$ cat config.mk
export PLATFORM = sky130hd
export DESIGN_NAME = rtc_year_trim_alarm_regs
export DESIGN_NICKNAME = d
export VERILOG_FILES = /design/src/rtl/rtc_pkg.sv /design/src/rtl/trim_prescaler.sv /design/src/rtl/alarm_set.sv /design/src/rtl/rtc_year_trim_alarm_regs.sv
export VERILOG_INCLUDE_DIRS = /design/src /design/src/rtl
export SDC_FILE = /design/constraint.sdc
export NUM_CORES = 1
export LEC_CHECK = 0
export BUFFER_PORTS_ARGS = -buffer_cell sky130_fd_sc_hd__buf_4
export CAP_MARGIN = 20
export CORE_MARGIN = 10
export CORE_UTILIZATION = 54
export CTS_CLUSTER_SIZE = 24
export DETAILED_ROUTE_END_ITERATION = 8
export PLACE_DENSITY = 0.77
export SLEW_MARGIN = 20
export SYNTH_ARGS = -nofsm -noshare
export SYNTH_HDL_FRONTEND = slang
export SYNTH_SLANG_ARGS = --single-unit
$ cat constraint.sdc
create_clock -name clk -period 5.7 [get_ports clk]
set_clock_uncertainty 0.2 [all_clocks]
set_input_delay 0.855 -clock clk [delete_from_list [all_inputs] [get_ports clk]]
set_output_delay 0.855 -clock clk [all_outputs]
set_load 0.02 [all_outputs]
$ cat src/rtl/rtc_defs.svh
// Purpose: Register offsets, field positions, reset values and counts
// Assumes: Internal address space of four bits, eight-bit registers
// Notes: Included by every design module of the block; the package does not include it
`ifndef RTC_DEFS_SVH
`define RTC_DEFS_SVH

// Register offsets
`define ADDR_YEAR_BCD 4'h6
`define ADDR_TIME_TRIMMING 4'h7
`define ADDR_ALARM_A_MINUTE 4'h8
`define ADDR_ALARM_A_HOUR 4'h9
`define ADDR_ALARM_A_WEEKDAY_MASK 4'ha
`define ADDR_ALARM_B_MINUTE 4'hb
`define ADDR_ALARM_B_HOUR 4'hc
`define ADDR_ALARM_B_WEEKDAY_MASK 4'hd

// Field positions of the trimming register
`define TRIM_XSEL_BIT 7
`define TRIM_DIR_BIT 6
`define TRIM_MAG_MSB 5

// Reset values
`define TIME_TRIMMING_RESET 8'h00
`define YEAR_BCD_RESET 8'h00
`define ALARM_FIELD_RESET 7'h00
`define UNMAPPED_READ 8'h00

// Oscillator pulses per nominal second
`define PRESCALE_32768 16'h8000
`define PRESCALE_32000 16'h7d00

// Seconds values that open a trimmed second
`define TRIM_SEC_00 7'h00
`define TRIM_SEC_20 7'h20
`define TRIM_SEC_40 7'h40

`endif

$ cat src/rtl/rtc_pkg.sv
// Purpose: Types shared by the timekeeping register block
// Assumes: Nothing beyond the defs header
// Notes: Numbers live in rtc_defs.svh
package rtc_pkg;
  typedef logic [7:0] reg_byte_t;
  typedef logic [6:0] bcd_minute_t;
  typedef logic [5:0] bcd_hour_t;
  typedef logic [2:0] weekday_t;
  typedef enum logic {
    XTAL_32768 = 1'b0,
    XTAL_32000 = 1'b1
  } xtal_sel_t;
endpackage : rtc_pkg

$ cat src/rtl/trim_prescaler.sv
// Purpose: One-second prescaler with periodic trimming
// Assumes: osc_tick is a one-cycle pulse per crystal period
// Notes: Period is evaluated against the live seconds value
`timescale 1ns/1ps
`include "rtc_defs.svh"
module trim_prescaler
  import rtc_pkg::*;
(
  // Clock and reset
  input wire logic clk,
  input wire logic rst_b,
  input wire logic ce,
  // Oscillator and seconds
  input wire logic osc_tick,
  input wire logic [6:0] seconds_bcd,
  // Trimming settings
  input wire xtal_sel_t crystal_freq_select,
  input wire logic trim_direction,
  input wire logic [5:0] trim_magnitude,
  // Second advance
  output logic sec_advance_r,
  output logic [15:0] period_r
);
  logic [15:0] cnt_r;
  logic [15:0] nominal;
  logic [15:0] period_nxt;
  logic trim_window;
  logic [7:0] lengthen;
  logic [7:0] shorten;

  // Period for the current second
  always_comb begin
    nominal = (crystal_freq_select == XTAL_32000) ? `PRESCALE_32000 : `PRESCALE_32768;
    trim_window = (seconds_bcd == `TRIM_SEC_00) || (seconds_bcd == `TRIM_SEC_20) ||
                  (seconds_bcd == `TRIM_SEC_40);
    lengthen = {1'b0, trim_magnitude - 6'h01, 1'b0};
    shorten = {{1'b0, ~trim_magnitude} + 7'h01, 1'b0};
    period_nxt = nominal;
    if (trim_window && (trim_magnitude[5:1] != 5'h00)) begin
      if (!trim_direction) begin
        period_nxt = nominal + {8'h00, lengthen};
      end else begin
        period_nxt = nominal - {8'h00, shorten};
      end
    end
  end

  // Pulse counter, wraps at the period
  always_ff @(posedge clk or negedge rst_b) begin
    if (!rst_b) begin
      cnt_r <= 16'h0000;
      sec_advance_r <= 1'b0;
    end else if (ce) begin
      sec_advance_r <= 1'b0;
      if (osc_tick) begin
        if (cnt_r >= period_nxt - 16'h0001) begin
          cnt_r <= 16'h0000;
          sec_advance_r <= 1'b1;
        end else begin
          cnt_r <= cnt_r + 16'h0001;
        end
      end
    end
  end

  // Period seen by the checks only; not in the read map
  always_ff @(posedge clk or negedge rst_b) begin
    if (!rst_b) begin
      period_r <= `PRESCALE_32768;
    end else if (ce) begin
      period_r <= period_nxt;
    end
  end
endmodule : trim_prescaler

$ cat src/rtl/alarm_set.sv
// Purpose: One alarm set: minute, hour, weekday mask and match flag
// Assumes: Clock counters are stable BCD values
// Notes: Flag sets on the rising edge of a match
`timescale 1ns/1ps
`include "rtc_defs.svh"
module alarm_set
  import rtc_pkg::*;
(
  // Clock and reset
  input wire logic clk,
  input wire logic rst_b,
  input wire logic ce,
  // Register writes
  input wire logic wr_minute,
  input wire logic wr_hour,
  input wire logic wr_mask,
  input wire reg_byte_t wdata,
  // Control
  input wire logic alarm_enable,
  input wire logic flag_clear,
  // Clock counters
  input wire bcd_minute_t minute_bcd,
  input wire bcd_hour_t hour_bcd,
  input wire weekday_t weekday_counter,
  // Stored fields and flag
  output bcd_minute_t minute_r,
  output bcd_hour_t hour_r,
  output logic [6:0] mask_r,
  output logic match_flag_r
);
  logic match;
  logic match_prev_r;

  // Minute, hour and mask equality
  always_comb begin
    match = (minute_bcd == minute_r) && (hour_bcd == hour_r) &&
            (weekday_counter != 3'h7) && mask_r[weekday_counter];
  end

  // Stored alarm fields, upper bits dropped
  always_ff @(posedge clk or negedge rst_b) begin
    if (!rst_b) begin
      minute_r <= `ALARM_FIELD_RESET;
      hour_r <= 6'h00;
      mask_r <= `ALARM_FIELD_RESET;
    end else if (ce) begin
      if (wr_minute) minute_r <= wdata[6:0];
      if (wr_hour) hour_r <= wdata[5:0];
      if (wr_mask) mask_r <= wdata[6:0];
    end
  end

  // Match flag; a new match wins over a clear
  always_ff @(posedge clk or negedge rst_b) begin
    if (!rst_b) begin
      match_prev_r <= 1'b0;
      match_flag_r <= 1'b0;
    end else if (ce) begin
      match_prev_r <= match;
      if (!alarm_enable) begin
        match_flag_r <= 1'b0;
      end else if (match && !match_prev_r) begin
        match_flag_r <= 1'b1;
      end else if (flag_clear) begin
        match_flag_r <= 1'b0;
      end
    end
  end
endmodule : alarm_set

$ cat src/rtl/rtc_year_trim_alarm_regs.sv
// Purpose: Year, time trimming and two alarm sets of a real-time clock
// Assumes: Register port strobes come from the serial bus decoder
// Notes: All inputs synchronous to clk; ce freezes every state element
`timescale 1ns/1ps
`include "rtc_defs.svh"
module rtc_year_trim_alarm_regs
  import rtc_pkg::*;
(
  // Clock, reset and enable
  input wire logic clk,
  input wire logic rst_b,
  input wire logic ce,
  // Register port
  input wire logic [3:0] reg_addr,
  input wire logic reg_wr_en,
  input wire logic reg_rd_en,
  input wire reg_byte_t reg_wdata,
  output reg_byte_t reg_rdata_r,
  // Oscillator
  input wire logic osc_tick,
  input wire logic crystal_clk_in,
  input wire logic oscillator_stopped_flag,
  output logic crystal_clk_out_r,
  // Clock counters
  input wire logic [6:0] seconds_bcd,
  input wire bcd_minute_t minute_bcd,
  input wire bcd_hour_t hour_bcd,
  input wire weekday_t weekday_counter,
  output logic sec_advance_r,
  // Alarm control
  input wire logic alarm_a_enable,
  input wire logic alarm_b_enable,
  input wire logic alarm_a_flag_clear,
  input wire logic alarm_b_flag_clear,
  output logic alarm_a_match_flag,
  output logic alarm_b_match_flag
);
  reg_byte_t year_digits_r;
  reg_byte_t time_trimming_r;
  reg_byte_t rdata_nxt;
  xtal_sel_t crystal_freq_select;
  logic trim_direction;
  logic [5:0] trim_magnitude;
  logic [15:0] period;
  logic wr_year;
  logic wr_trim;
  bcd_minute_t alarm_a_minute_digits;
  bcd_minute_t alarm_b_minute_digits;
  bcd_hour_t a_hour;
  bcd_hour_t b_hour;
  logic [6:0] alarm_a_weekday_enables;
  logic [6:0] alarm_b_weekday_enables;

  // Write strobes
  always_comb begin
    wr_year = reg_wr_en && (reg_addr == `ADDR_YEAR_BCD);
    wr_trim = reg_wr_en && (reg_addr == `ADDR_TIME_TRIMMING);
  end

  // Trimming fields
  always_comb begin
    crystal_freq_select = xtal_sel_t'(time_trimming_r[`TRIM_XSEL_BIT]);
    trim_direction = time_trimming_r[`TRIM_DIR_BIT];
    trim_magnitude = time_trimming_r[`TRIM_MAG_MSB:0];
  end

  // Year digits; content kept across oscillator stop
  always_ff @(posedge clk or negedge rst_b) begin
    if (!rst_b) begin
      year_digits_r <= `YEAR_BCD_RESET;
    end else if (ce && wr_year) begin
      year_digits_r <= reg_wdata;
    end
  end

  // Trimming register, forced to default while oscillator stopped
  always_ff @(posedge clk or negedge rst_b) begin
    if (!rst_b) begin
      time_trimming_r <= `TIME_TRIMMING_RESET;
    end else if (ce) begin
      if (oscillator_stopped_flag) begin
        time_trimming_r <= `TIME_TRIMMING_RESET;
      end else if (wr_trim) begin
        time_trimming_r <= reg_wdata;
      end
    end
  end

  // Crystal clock passes through untouched by trimming
  always_ff @(posedge clk or negedge rst_b) begin
    if (!rst_b) begin
      crystal_clk_out_r <= 1'b0;
    end else if (ce) begin
      crystal_clk_out_r <= crystal_clk_in;
    end
  end

  // One-second prescaler
  trim_prescaler u_prescaler (
    .clk(clk),
    .rst_b(rst_b),
    .ce(ce),
    .osc_tick(osc_tick),
    .seconds_bcd(seconds_bcd),
    .crystal_freq_select(crystal_freq_select),
    .trim_direction(trim_direction),
    .trim_magnitude(trim_magnitude),
    .sec_advance_r(sec_advance_r),
    .period_r(period)
  );

  // Alarm set A
  alarm_set u_alarm_a (
    .clk(clk),
    .rst_b(rst_b),
    .ce(ce),
    .wr_minute(reg_wr_en && (reg_addr == `ADDR_ALARM_A_MINUTE)),
    .wr_hour(reg_wr_en && (reg_addr == `ADDR_ALARM_A_HOUR)),
    .wr_mask(reg_wr_en && (reg_addr == `ADDR_ALARM_A_WEEKDAY_MASK)),
    .wdata(reg_wdata),
    .alarm_enable(alarm_a_enable),
    .flag_clear(alarm_a_flag_clear),
    .minute_bcd(minute_bcd),
    .hour_bcd(hour_bcd),
    .weekday_counter(weekday_counter),
    .minute_r(alarm_a_minute_digits),
    .hour_r(a_hour),
    .mask_r(alarm_a_weekday_enables),
    .match_flag_r(alarm_a_match_flag)
  );

  // Alarm set B
  alarm_set u_alarm_b (
    .clk(clk),
    .rst_b(rst_b),
    .ce(ce),
    .wr_minute(reg_wr_en && (reg_addr == `ADDR_ALARM_B_MINUTE)),
    .wr_hour(reg_wr_en && (reg_addr == `ADDR_ALARM_B_HOUR)),
    .wr_mask(reg_wr_en && (reg_addr == `ADDR_ALARM_B_WEEKDAY_MASK)),
    .wdata(reg_wdata),
    .alarm_enable(alarm_b_enable),
    .flag_clear(alarm_b_flag_clear),
    .minute_bcd(minute_bcd),
    .hour_bcd(hour_bcd),
    .weekday_counter(weekday_counter),
    .minute_r(alarm_b_minute_digits),
    .hour_r(b_hour),
    .mask_r(alarm_b_weekday_enables),
    .match_flag_r(alarm_b_match_flag)
  );

  // Read multiplexer; unused upper bits read zero
  always_comb begin
    unique case (reg_addr)
      `ADDR_YEAR_BCD: rdata_nxt = year_digits_r;
      `ADDR_TIME_TRIMMING: rdata_nxt = time_trimming_r;
      `ADDR_ALARM_A_MINUTE: rdata_nxt = {1'b0, alarm_a_minute_digits};
      `ADDR_ALARM_A_HOUR: rdata_nxt = {2'b00, a_hour};
      `ADDR_ALARM_A_WEEKDAY_MASK: rdata_nxt = {1'b0, alarm_a_weekday_enables};
      `ADDR_ALARM_B_MINUTE: rdata_nxt = {1'b0, alarm_b_minute_digits};
      `ADDR_ALARM_B_HOUR: rdata_nxt = {2'b00, b_hour};
      `ADDR_ALARM_B_WEEKDAY_MASK: rdata_nxt = {1'b0, alarm_b_weekday_enables};
      default: rdata_nxt = `UNMAPPED_READ;
    endcase
  end

  // Read data register, loaded on a read strobe
  always_ff @(posedge clk or negedge rst_b) begin
    if (!rst_b) begin
      reg_rdata_r <= `UNMAPPED_READ;
    end else if (ce && reg_rd_en) begin
      reg_rdata_r <= rdata_nxt;
    end
  end
endmodule : rtc_year_trim_alarm_regs

==> out/results.tsv <==
metric	value	unit
CTS tree	built	
Synthesized Nets	659	
synthesized area	5940	µm²
top-count cell post-synth	dfrtp_1	
worst path required time	5770	ps
PwrDens	229	nW/µm²
Warnings, synthesis	0	
DP Area	6490	µm²
# setup viols final	0	
Post-DRT Antenna Nets	0	
startpoint types	flip-flop	
fin util	0.621	
drt drc	0	
Root Driver	clkbuf_8	
fin crit share	0.946	
Worst-Skew Late Latency	370	ps
number of flops mapped to enable cells by yosys	0	
max-cap violation count	0	
vias	4941	
routed wire length	15600	µm
VDD IR max	0.160	mV
Tightest Pin Transition	1010	ps
Slew headroom	0.327	
Synth top area share	0.362	
outcome	finished clean	
sequential fraction of the synthesis area	0.362	
f_max	0.185	GHz
max-slew violations	0	
Reg area	2150	µm²
Setup crit end kind	flip-flop	
drt pass-1 iters	5	
CTS Buf Count	9	
# IOs	59	
synthesized instance count	586	
leakage	3.24	nW
gpl congestion	0.950	
Post-synth top cells	dfrtp_1, mux2_2, nor2_1	
Die X	125	µm
Die H	125	µm
vias in the first global route	5065	
critical path fanouts, max	14	
multi-input logic area	3630	µm²
Design Area, Final	6700	µm²
Initial Utilization	0.550	
sum of negative setup slack	0	ps
largest net degree at the start of global routing	51	
Main synth FF type	dfrtp_1	
Site Rows	38	
crit path DAT	5460	ps
number of distinct library cells after synthesis	68	
first-pass GRT wire length	25700	µm
H-tree depth	3	
WHS	247	ps
RSZ-0062 raised after global routing	false	
metal2 WL	7750	µm
HP Class	primary input to async pin	
Post-CTS Setup Bufs	0	
FFs w/ async S/R, synth	1.00	
Top Metal Used	met4	
CTS Buffer Depth	2	
GRT Total Usage	0.196	
WL met3	912	µm
Port-buffer cells	58	
minimum clock period	5390	ps
Ant. Diodes	0	
Yosys top cell by area	dfrtp_1	
CTS clk-pin slew, worst paths	90	ps
WL met1	6430	µm
Via density	6.33	
Post-CTS Resized	0	
share of cells above drive strength 1	0.247	
syn avg cell area	10.1	µm²
Avg WL per Cell	20.0	µm
top cells by area, synth	dfrtp_1, mux2_2, ha_1, xor2_1, xnor2_1	
Total Nets Final	709	
register bit total from synthesis	86	
TritonCTS Sinks	86	
post-DP HPWL	11900	µm
Die Area	15600	µm²
CTS Hold Bufs	0	
global route total overflow	0	
Initial DRC Count	447	
# fillers	910	
Setup CP Type	flip-flop to flip-flop	
area of the core	10800	µm²
Layout area overhead	12.9	%
antenna violations before repair	0	
final hold viol count	0	
==> cell usage in the layout, fill, tap and decap left out, drive strengths merged, types with 7 or more instances in the layout <==
cell type | Yosys | layout
nand3 | 17 | 17
buf | 8 | 67
nor2 | 41 | 41
xor2 | 35 | 35
clkbuf | 20 | 10
a22o | 8 | 8
mux2 | 52 | 52
nand2 | 37 | 37
nand4 | 12 | 12
dfrtp | 86 | 86
nor4 | 7 | 7
nor3 | 13 | 13
a21o | 17 | 17
xnor2 | 24 | 24
and3 | 7 | 7
mux2i | 14 | 14
ha | 26 | 26
a22oi | 7 | 7
a21oi | 24 | 24
o21ai | 19 | 19
inv | 13 | 14
==> critical path, stage by stage, from the launching register on <==
cell and delay [ps]:
dfrtp_1 530, or3_4 450, o31a_1 270, a21oi_1 230
ha_1 290, nor2_1 90, and4_1 260, o211ai_4 150
and3_4 240, or4_4 570, nor2_1 180, a21boi_0 110
nor3_1 160, ha_1 270, a21o_1 200, a21oi_1 130
o21ai_0 100, a21oi_1 140, o21ai_0 100, o21bai_2 240
and2_4 210, a21o_1 160
==> metrics by stage <==
step / total power [W] / setup WS (ps) / instances
CTS: 0.00154 / 121 / 780
global placement: 0.00110 / 329 / 765
finish: 0.00154 / 309 / 780
global route: 0.00161 / 37.0 / 780
floorplan: 0.000980 / 241 / 586
detailed placement: 0.00111 / 129 / 765
==> metal layers <==
metal  vias up  GRT usage
li1       2277          -
met1      2414      0.235
met2       207      0.338
met3        43     0.0409
met4         0     0.0725
met5         -          0
==> cell type report <==
type,count,area share
flip-flops and latches,86,0.321
well taps,140,0.0261
clock buffers,10,0.0205
repair buffers,67,0.0750
inverters,13,0.00728
multi-input cells,459,0.541
clock inverters,5,0.00877
==> cells by family (layout without fill, tap and decap cells) <==
kind of cell | Yosys count | count (layout) | share of synthesized area
simple gates | 178 | 178 | 0.165
xor+xnor | 60 | 60 | 0.0910
flops | 86 | 86 | 0.362
buf+inv | 41 | 95 | 0.0289
compound gates | 124 | 124 | 0.157
mux | 71 | 71 | 0.141
fa+ha+maj | 26 | 26 | 0.0548
==> power breakdown <==
part / switching (W) / internal [W] / leakage, nW / total [W]
Combinational: 0.000148 / 0.000166 / 2.01 / 0.000314
Clock: 0.000220 / 0.000213 / 0.0948 / 0.000433
Sequential: 0.0000936 / 0.000696 / 1.13 / 0.000790
==> sequential cells by signal, indices dropped and copies added, names as in the netlist, 6 cells and up <==
name	flops
u_alarm_a.minute_r	7
time_trimming_r	8
year_digits_r	8
reg_rdata_r	8
u_alarm_a.mask_r	7
u_alarm_a.hour_r	6
u_prescaler.cnt_r	16
u_alarm_b.hour_r	6
u_alarm_b.mask_r	7
u_alarm_b.minute_r	7
==> path summary, 6_finish.rpt <==
kind | startpoint | endpoint | slack (ps) | cells past startpoint
worst max-delay path | time_trimming_r[3]$_DFFE_PN0P_ | u_prescaler.sec_advance_r$_DFFE_PN0P_ | 310 | 21
worst min-delay path | rst_b | time_trimming_r[7]$_DFFE_PN0P_ | 250 | 1
worst max register to register | time_trimming_r[3]$_DFFE_PN0P_ | u_prescaler.sec_advance_r$_DFFE_PN0P_ | 310 | 21
worst min register to register | reg_rdata_r[5]$_DFFE_PN0P_ | reg_rdata_r[5]$_DFFE_PN0P_ | 280 | 1
max in group asynchronous | rst_b | u_prescaler.cnt_r[10]$_DFFE_PN0P_ | 4050 | 2
min in group clk | reg_rdata_r[5]$_DFFE_PN0P_ | reg_rdata_r[5]$_DFFE_PN0P_ | 280 | 1
(Power assumes the default switching activity.)
